### src/shared/oedc_pkg.sv
// constants and types for the output extension delay control block
// assumes one 100 MHz clock and a synchronous active-high reset
package oedc_pkg;
    // ************************************************************
    // timing
    // ************************************************************
    localparam int unsigned CLK_HZ = 100_000_000;
    localparam int unsigned TICK_MS = 100;
    // cycles per 100 ms tick, exact at 100 MHz
    localparam int unsigned TICK_CYCLES = CLK_HZ / 1000 * TICK_MS;
    localparam int unsigned TICK_W = 24;
    // delays counted in 100 ms ticks, 90 s is 900 ticks
    localparam int unsigned DLY_W = 10;
    // fast blink about 2.5 Hz, slow about 1 Hz (half periods in ticks)
    localparam logic [3:0] FAST_HALF = 4'h2;
    localparam logic [3:0] SLOW_HALF = 4'h5;
    localparam int unsigned SEL_W = 4;
    localparam logic [SEL_W-1:0] SEL_ZERO = 4'h0;
    localparam logic [DLY_W-1:0] DLY_ZERO = 10'h000;
    localparam logic [DLY_W-1:0] DLY_ONE = 10'h001;
    // preset delays in 100 ms ticks, one per selector code
    localparam logic [DLY_W-1:0] DLY_0MS = 10'h000;
    localparam logic [DLY_W-1:0] DLY_100MS = 10'h001;
    localparam logic [DLY_W-1:0] DLY_200MS = 10'h002;
    localparam logic [DLY_W-1:0] DLY_500MS = 10'h005;
    localparam logic [DLY_W-1:0] DLY_1S = 10'h00a;
    localparam logic [DLY_W-1:0] DLY_1S5 = 10'h00f;
    localparam logic [DLY_W-1:0] DLY_2S = 10'h014;
    localparam logic [DLY_W-1:0] DLY_2S5 = 10'h019;
    localparam logic [DLY_W-1:0] DLY_5S = 10'h032;
    localparam logic [DLY_W-1:0] DLY_10S = 10'h064;
    localparam logic [DLY_W-1:0] DLY_20S = 10'h0c8;
    localparam logic [DLY_W-1:0] DLY_30S = 10'h12c;
    localparam logic [DLY_W-1:0] DLY_45S = 10'h1c2;
    localparam logic [DLY_W-1:0] DLY_60S = 10'h258;
    localparam logic [DLY_W-1:0] DLY_75S = 10'h2ee;
    localparam logic [DLY_W-1:0] DLY_90S = 10'h384;
    localparam logic [TICK_W-1:0] TICK_ZERO = 24'h000000;
    localparam logic [TICK_W-1:0] TICK_ONE = 24'h000001;
    localparam logic [3:0] BLINK_ZERO = 4'h0;
    localparam logic [3:0] BLINK_ONE = 4'h1;

    // ************************************************************
    // control states
    // ************************************************************
    typedef enum logic [2:0] {
        ST_OFF = 3'b000,
        ST_ON_DLY = 3'b001,
        ST_ON = 3'b010,
        ST_OFF_DLY = 3'b011,
        ST_LOCK = 3'b100
    } oedc_state_t;
endpackage

### src/core/oedc_delay_table.sv
// selector code to delay (in 100 ms ticks) lookup
// assumes codes already synchronised in the caller's clock domain
`timescale 1ns/10ps
`default_nettype none
module oedc_delay_table (
    input wire logic [3:0] code,
    output logic [9:0] ticks
);
    // ************************************************************
    // lookup
    // ************************************************************
    // sixteen presets, 0 s up to 90 s
    always_comb begin
        case (code)
            4'h0: ticks = oedc_pkg::DLY_0MS;
            4'h1: ticks = oedc_pkg::DLY_100MS;
            4'h2: ticks = oedc_pkg::DLY_200MS;
            4'h3: ticks = oedc_pkg::DLY_500MS;
            4'h4: ticks = oedc_pkg::DLY_1S;
            4'h5: ticks = oedc_pkg::DLY_1S5;
            4'h6: ticks = oedc_pkg::DLY_2S;
            4'h7: ticks = oedc_pkg::DLY_2S5;
            4'h8: ticks = oedc_pkg::DLY_5S;
            4'h9: ticks = oedc_pkg::DLY_10S;
            4'ha: ticks = oedc_pkg::DLY_20S;
            4'hb: ticks = oedc_pkg::DLY_30S;
            4'hc: ticks = oedc_pkg::DLY_45S;
            4'hd: ticks = oedc_pkg::DLY_60S;
            4'he: ticks = oedc_pkg::DLY_75S;
            4'hf: ticks = oedc_pkg::DLY_90S;
            default: ticks = oedc_pkg::DLY_ZERO;
        endcase
    end
endmodule // oedc_delay_table
`default_nettype wire

### src/core/oedc_top.sv
// control of an output extension unit: delayed relay outputs and LEDs
// assumes pins arrive asynchronously; one 100 MHz clock, sync reset
`timescale 1ns/10ps
`default_nettype none
module oedc_top (
    input wire logic ref_clk,
    input wire logic reset,
    input wire logic chain_in_terminal,
    input wire logic chain_in_valid,
    input wire logic remote_comm_error,
    input wire logic local_comm_error,
    input wire logic [3:0] rotary_sel_1,
    input wire logic [3:0] rotary_sel_2,
    input wire logic [3:0] rotary_sel_3,
    input wire logic [3:0] rotary_sel_4,
    input wire logic feedback_input_terminal,
    input wire logic contactor_feedback_monitor_en,
    input wire logic self_test_fail,
    output logic [2:0] safety_switching_output,
    output logic chain_out_terminal,
    output logic link_indicator,
    output logic feedback_indicator,
    output logic output_indicator,
    output logic fault_indicator,
    output logic lockout
);
    // ************************************************************
    // input synchronisers
    // ************************************************************
    localparam int unsigned NSYNC = 22;
    logic [NSYNC-1:0] raw_in;
    logic [NSYNC-1:0] sync1_reg;
    logic [NSYNC-1:0] sync2_reg;
    assign raw_in = {chain_in_terminal, chain_in_valid, remote_comm_error,
                     local_comm_error, rotary_sel_1, rotary_sel_2,
                     rotary_sel_3, rotary_sel_4, feedback_input_terminal,
                     contactor_feedback_monitor_en};
    // two flops per pin; first stage read only by the second
    genvar gi;
    generate
        for (gi = 0; gi < NSYNC; gi++) begin : g_sync
            always_ff @(posedge ref_clk) begin
                if (reset) begin
                    sync1_reg[gi] <= 1'b0;
                    sync2_reg[gi] <= 1'b0;
                end else begin
                    sync1_reg[gi] <= raw_in[gi];
                    sync2_reg[gi] <= sync1_reg[gi];
                end
            end
        end
    endgenerate
    logic s_enable, s_valid, s_rerr, s_lerr, s_fb, s_fb_en;
    logic [3:0] s_sel1, s_sel2, s_sel3, s_sel4;
    assign {s_enable, s_valid, s_rerr, s_lerr, s_sel1, s_sel2, s_sel3,
            s_sel4, s_fb, s_fb_en} = sync2_reg;
    // self-test result is already internal logic on this clock
    logic s_stf;
    assign s_stf = self_test_fail;

    // ************************************************************
    // selector checking and decode
    // ************************************************************
    logic on_ok, off_ok, sel_ok;
    logic [9:0] on_ticks, off_ticks;
    assign on_ok = (s_sel1 == s_sel3);
    assign off_ok = (s_sel2 == s_sel4);
    assign sel_ok = on_ok && off_ok;
    // separate decoders so one setting never disturbs the other
    oedc_delay_table u_on_tab (
        .code(s_sel1),
        .ticks(on_ticks)
    );
    oedc_delay_table u_off_tab (
        .code(s_sel2),
        .ticks(off_ticks)
    );

    // snapshot of the settings in use; any change while running locks
    logic [15:0] sel_snap_reg;
    logic sel_changed;
    logic running;
    assign sel_changed = (sel_snap_reg != {s_sel1, s_sel2, s_sel3, s_sel4});

    // ************************************************************
    // 100 ms tick
    // ************************************************************
    logic [oedc_pkg::TICK_W-1:0] tick_cnt_reg;
    logic tick;
    assign tick = (tick_cnt_reg ==
                   oedc_pkg::TICK_W'(oedc_pkg::TICK_CYCLES - 1));
    // single free-running divider sets every delay's resolution
    always_ff @(posedge ref_clk) begin
        if (reset || tick) begin
            tick_cnt_reg <= oedc_pkg::TICK_ZERO;
        end else begin
            tick_cnt_reg <= tick_cnt_reg + oedc_pkg::TICK_ONE;
        end
    end

    // ************************************************************
    // delay state machine
    // ************************************************************
    oedc_pkg::oedc_state_t state_reg;
    logic [9:0] dly_reg;
    logic go;
    // enable counts only with a valid link from the primary
    assign go = s_enable && s_valid;
    assign running = (state_reg != oedc_pkg::ST_OFF) &&
                     (state_reg != oedc_pkg::ST_LOCK);

    always_ff @(posedge ref_clk) begin
        if (reset) begin
            state_reg <= oedc_pkg::ST_OFF;
            dly_reg <= oedc_pkg::DLY_ZERO;
        end else begin
            case (state_reg)
                oedc_pkg::ST_OFF: begin
                    // mismatched pair holds outputs off
                    if (go && sel_ok && !s_stf) begin
                        state_reg <= oedc_pkg::ST_ON_DLY;
                        dly_reg <= on_ticks;
                    end
                end
                oedc_pkg::ST_ON_DLY: begin
                    if (sel_changed || !sel_ok) begin
                        state_reg <= oedc_pkg::ST_LOCK;
                    end else if (!go) begin
                        state_reg <= oedc_pkg::ST_OFF;
                    end else if (dly_reg == oedc_pkg::DLY_ZERO) begin
                        state_reg <= oedc_pkg::ST_ON;
                    end else if (tick) begin
                        dly_reg <= dly_reg - oedc_pkg::DLY_ONE;
                    end
                end
                oedc_pkg::ST_ON: begin
                    if (sel_changed || !sel_ok) begin
                        state_reg <= oedc_pkg::ST_LOCK;
                    end else if (!go) begin
                        state_reg <= oedc_pkg::ST_OFF_DLY;
                        dly_reg <= off_ticks;
                    end
                end
                oedc_pkg::ST_OFF_DLY: begin
                    if (sel_changed || !sel_ok) begin
                        state_reg <= oedc_pkg::ST_LOCK;
                    end else if (go) begin
                        state_reg <= oedc_pkg::ST_ON; // enable came back
                    end else if (dly_reg == oedc_pkg::DLY_ZERO) begin
                        state_reg <= oedc_pkg::ST_OFF;
                    end else if (tick) begin
                        dly_reg <= dly_reg - oedc_pkg::DLY_ONE;
                    end
                end
                oedc_pkg::ST_LOCK: begin
                    // latched until reset, i.e. power cycle
                    state_reg <= oedc_pkg::ST_LOCK;
                end
                default: begin
                    state_reg <= oedc_pkg::ST_LOCK;
                end
            endcase
        end
    end

    // settings are captured while idle, frozen while running
    always_ff @(posedge ref_clk) begin
        if (reset) begin
            sel_snap_reg <= 16'h0000;
        end else if (!running) begin
            sel_snap_reg <= {s_sel1, s_sel2, s_sel3, s_sel4};
        end
    end

    // ************************************************************
    // blink generators
    // ************************************************************
    logic [3:0] fast_cnt_reg, slow_cnt_reg;
    logic fast_reg, slow_reg;
    always_ff @(posedge ref_clk) begin
        if (reset) begin
            fast_cnt_reg <= oedc_pkg::BLINK_ZERO;
            fast_reg <= 1'b0;
        end else if (tick) begin
            if (fast_cnt_reg ==
                oedc_pkg::FAST_HALF - oedc_pkg::BLINK_ONE) begin
                fast_cnt_reg <= oedc_pkg::BLINK_ZERO;
                fast_reg <= !fast_reg;
            end else begin
                fast_cnt_reg <= fast_cnt_reg + oedc_pkg::BLINK_ONE;
            end
        end
    end
    always_ff @(posedge ref_clk) begin
        if (reset) begin
            slow_cnt_reg <= oedc_pkg::BLINK_ZERO;
            slow_reg <= 1'b0;
        end else if (tick) begin
            if (slow_cnt_reg ==
                oedc_pkg::SLOW_HALF - oedc_pkg::BLINK_ONE) begin
                slow_cnt_reg <= oedc_pkg::BLINK_ZERO;
                slow_reg <= !slow_reg;
            end else begin
                slow_cnt_reg <= slow_cnt_reg + oedc_pkg::BLINK_ONE;
            end
        end
    end

    // ************************************************************
    // feedback monitoring
    // ************************************************************
    // contactors closed (input high) while relays are on is a fault; not checked with relays off
    logic fb_err_reg;
    logic outs_on;
    assign outs_on = (state_reg == oedc_pkg::ST_ON) ||
                     (state_reg == oedc_pkg::ST_OFF_DLY);
    // simple static check; sticky until reset since it is a fault
    always_ff @(posedge ref_clk) begin
        if (reset) begin
            fb_err_reg <= 1'b0;
        end else if (s_fb_en && (outs_on == s_fb) && outs_on) begin
            fb_err_reg <= 1'b1;
        end
    end

    // ************************************************************
    // outputs, all from flops
    // ************************************************************
    logic counting;
    assign counting = (state_reg == oedc_pkg::ST_ON_DLY) ||
                      (state_reg == oedc_pkg::ST_OFF_DLY);
    logic local_fault;
    assign local_fault = s_lerr || !sel_ok ||
                         (state_reg == oedc_pkg::ST_LOCK);

    // relays and chain pass-through
    always_ff @(posedge ref_clk) begin
        if (reset) begin
            safety_switching_output <= 3'h0;
            chain_out_terminal <= 1'b0;
            output_indicator <= 1'b0;
            lockout <= 1'b0;
        end else begin
            safety_switching_output <= {3{outs_on && !fb_err_reg}};
            chain_out_terminal <= s_enable;
            output_indicator <= outs_on && !fb_err_reg;
            lockout <= (state_reg == oedc_pkg::ST_LOCK);
        end
    end

    // link indicator: errors first, then countdown, then link state
    always_ff @(posedge ref_clk) begin
        if (reset) begin
            link_indicator <= 1'b0;
        end else if (s_rerr) begin
            link_indicator <= fast_reg;
        end else if (s_lerr) begin
            link_indicator <= slow_reg;
        end else if (counting) begin
            link_indicator <= fast_reg;
        end else begin
            link_indicator <= s_valid;
        end
    end

    // fault indicator
    always_ff @(posedge ref_clk) begin
        if (reset) begin
            fault_indicator <= 1'b1;
        end else if (s_rerr) begin
            fault_indicator <= fast_reg;
        end else if (local_fault) begin
            fault_indicator <= slow_reg;
        end else if (s_stf || !outs_on || fb_err_reg) begin
            fault_indicator <= 1'b1;
        end else begin
            fault_indicator <= 1'b0;
        end
    end

    // feedback monitor indicator
    always_ff @(posedge ref_clk) begin
        if (reset) begin
            feedback_indicator <= 1'b0;
        end else if (!s_fb_en) begin
            feedback_indicator <= 1'b0;
        end else if (fb_err_reg) begin
            feedback_indicator <= slow_reg;
        end else begin
            feedback_indicator <= 1'b1;
        end
    end
endmodule // oedc_top
`default_nettype wire

### config.mk
export PLATFORM = sky130hd
export DESIGN_NAME = oedc_top
export DESIGN_NICKNAME = d
export VERILOG_FILES = /design/src/shared/oedc_pkg.sv /design/src/core/oedc_delay_table.sv /design/src/core/oedc_top.sv
export SDC_FILE = /design/constraint.sdc
export NUM_CORES = 1
export LEC_CHECK = 0
export BUFFER_PORTS_ARGS = -buffer_cell sky130_fd_sc_hd__buf_2
export CORE_UTILIZATION = 54
export DETAILED_ROUTE_END_ITERATION = 10
export PLACE_DENSITY = 0.75
export SLEW_MARGIN = 20
export SYNTH_ARGS = -nofsm -noshare
export SYNTH_HDL_FRONTEND = slang
export SYNTH_SLANG_ARGS = --single-unit
### constraint.sdc
create_clock -name ref_clk -period 1.9 [get_ports ref_clk]
set_input_delay 0.285 -clock ref_clk [delete_from_list [all_inputs] [get_ports ref_clk]]
set_output_delay 0.285 -clock ref_clk [all_outputs]
set_load 0.005 [all_outputs]
==> flow_summary.ini <==
[routing]
vias_per_cell = 5.31
drt-total-wl_um = 13700
ant_nets = 0
drt_iter0_drc = 302
wire_per_inst_um = 14.8
via_count = 4912
drc = 0
drtPass1Iterations = 5

[timing]
timing.final.crit_share = 1.16
holdWs_ps = 230
layout_setup_ws_ps = -298
fin_skew_ps = 6.15
grt_setup_unrepaired = yes
setup_tns_ps = -4320
relSlewSlack = 0.722
fmax_mhz = 455
hold_viol = 0
finalSetupViolCount = 35
drv_slew = 0
worstMarginPinSlew_ps = 417
fin_crit_ps = 2200

[critical_path]
criticalPathCategory = reg2reg
cp_cell_sequence = xor2_1, nor4_2, nand4_1, buf_6, nor4_4, buf_4, o21ai_4, o21ai_1, a21oi_1
slowest_stage = dfxtp_1
required_ps = 2300
arrival_ps = 2600
endpoint_kind = flop
critPathMaxStageDelay_ps = 350
startpoint_type = flop
critPathMaxFanout = 8

[worst_hold_path]
hold_class = in2reg

[floorplanning]
start_util = 0.559
core-area_um2 = 10300
die_area_um2 = 11100
row_count = 37
ioPinCount = 34
die_x_um = 105
die-height_um = 105

[clock_network]
cts_made_buffers = 17
cts_tree = built
clk-insertion-delay-late_ps = 530
h-tree-depth = 4
clockBufferDepth = 2
cts_sinks = 134
cts_root_buf = clkbuf_8
clk_pin_slew_worst_paths_ps = 60

[global_routing]
grt_pass1_wl_um = 21900
grt_max_degree = 40
antenna_found_initial = 0
grt_overflow_total = 0
grt_pass1_vias = 4776
track_usage = 0.254

[logic_synthesis]
syn_avg_cell_area_um2 = 8.79
ys_seq_elements = 134
syn_nets = 699
synth-seq-area-share = 0.465
yosysUniqueCellTypes = 53
ys.warnings.count = 0
synthCells = 656
synth_area_um2 = 5770

[power_and_ir_drop]
ir_worst_vdd_mv = 0.783
power_mw = 6.36
p_per_area_nw_per_um2 = 832
leakage_nw = 3.29

[placed_design]
globalplace.congestion = 0.835
port_buffers = 33
dpl.hpwl_um = 8620

[final_layout]
layout_commonest_cell = dfxtp_1
multi_input_area_um2 = 3110
syn_to_final_growth_pct = 32.6
final_core_util = 0.741
layout.nets = 819
final-seq-area_um2 = 2700
layout_common_cells = 122 x dfxtp_1, 83 x nor2_1, 68 x buf_4, 65 x nand2_1, 55 x nor2b_1
fillers = 680
diodes = 0
largest_reg_flops = 24
drive_above_1_share = 0.260

[status]
violations = negative setup slack
status = complete, but fails checks

[flow_run]
maxCapViolCount = 0
synthesized netlist by cell type, drive strengths merged:
cell	count	area share
a211o	2	0.0030
a211oi	6	0.0078
a21o	1	0.0013
a21oi	56	0.049
a221oi	1	0.0015
a22oi	3	0.0039
a31oi	3	0.0033
a41oi	1	0.0028
and2	2	0.0022
and3	6	0.0065
and4	1	0.0015
buf	10	0.011
clkbuf	23	0.015
clkinv	1	0.00065
dfxtp	134	0.47
ha	18	0.039
inv	20	0.013
mux2	4	0.0078
mux2i	6	0.010
nand2	68	0.044
nand2b	4	0.0043
nand3	16	0.015
nand4	7	0.010
nand4b	1	0.0015
nor2	84	0.055
nor2b	55	0.060
nor3	10	0.0087
nor3b	5	0.0065
nor4	14	0.020
nor4b	3	0.0072
o2111ai	1	0.0015
o211ai	1	0.0013
o21ai	17	0.015
o22ai	7	0.0076
o32ai	2	0.0056
o41ai	1	0.0015
or2	7	0.0076
or3	2	0.0022
xnor2	10	0.015
xor2	43	0.065
final cells by class:
class                           instances  share of cell area
Sequential cell                       134               0.353
Timing Repair Buffer                  133               0.136
Clock buffer                           21              0.0587
Inverter                               21              0.0103
Tap cell                              136              0.0223
Clock inverter                         11              0.0134
Multi-Input combinational cell        469               0.407
final timing paths:
kind	from	end	slack, ps	cells after the start
worst max-delay path	s_sel4[3]	dly_reg[3]	-300	9
worst min-delay path	reset	u_on_tab.ticks[4]	230	3
worst max register to register	s_sel4[3]	dly_reg[3]	-300	9
worst min register to register	sync1_reg[4]	s_sel4[2]	430	1
layer usage:
| layer | up-vias | global-route usage | share of wire | wire length [um] |
|---|---|---|---|---|
| li1 | 2436 | - | - | - |
| met1 | 2330 | 0.294 | 0.43 | 5950 |
| met2 | 118 | 0.445 | 0.51 | 7020 |
| met3 | 28 | 0.0600 | 0.035 | 476 |
| met4 | 0 | 0.111 | 0.020 | 280 |
| met5 | - | 0 | 0 | 0 |
critical path: cells and delay by family, from the launching register on:
family          cells  cell delay [ps]
compound gates      3              370
xor+xnor            1              190
buf+inv             2              340
flops               1              350
simple gates        3              820
metrics by stage:
stage                     cells  cell area, um2  setup slack, ps
after floorplan             656            5780            -67.1
after global placement      859            6490             -404
after detailed placement    859            6490             -444
after CTS                   922            7540             -273
after global routing        925            7650             -402
final                       925            7650             -298
power by group:
part           internal, mW  leakage [nW]  total (mW)  switching [mW]
registers              2.89          1.10        2.95          0.0587
clock network          1.80         0.252        3.00            1.20
logic                 0.215          1.94       0.411           0.197
repair_timing:
item | 4_1_cts | 5_1_grt
endpoints found under the setup margin | 41 | 46
buffers inserted | 7 | 5
gates resized for setup | 40 | 24
hold buffers | 22 | 0
pin swaps | 21 | 16
endpoints found under the hold margin | 22 | 0
cloned | 2 | 0
kinds of logic (layout without fill, tap and decap cells):
group                      Yosys count  after routing  share of synthesized area
and+or+nand+nor                    285            285                      0.252
DFF                                134            134                      0.465
AOI/OAI and AO/OA                  102            103                      0.106
buffers and inverters               54            186                     0.0395
xor gates and xnor gates            53             53                     0.0805
adders and majority gates           18             18                     0.0391
muxes                               10             10                     0.0182
(Power assumes the default switching activity.)
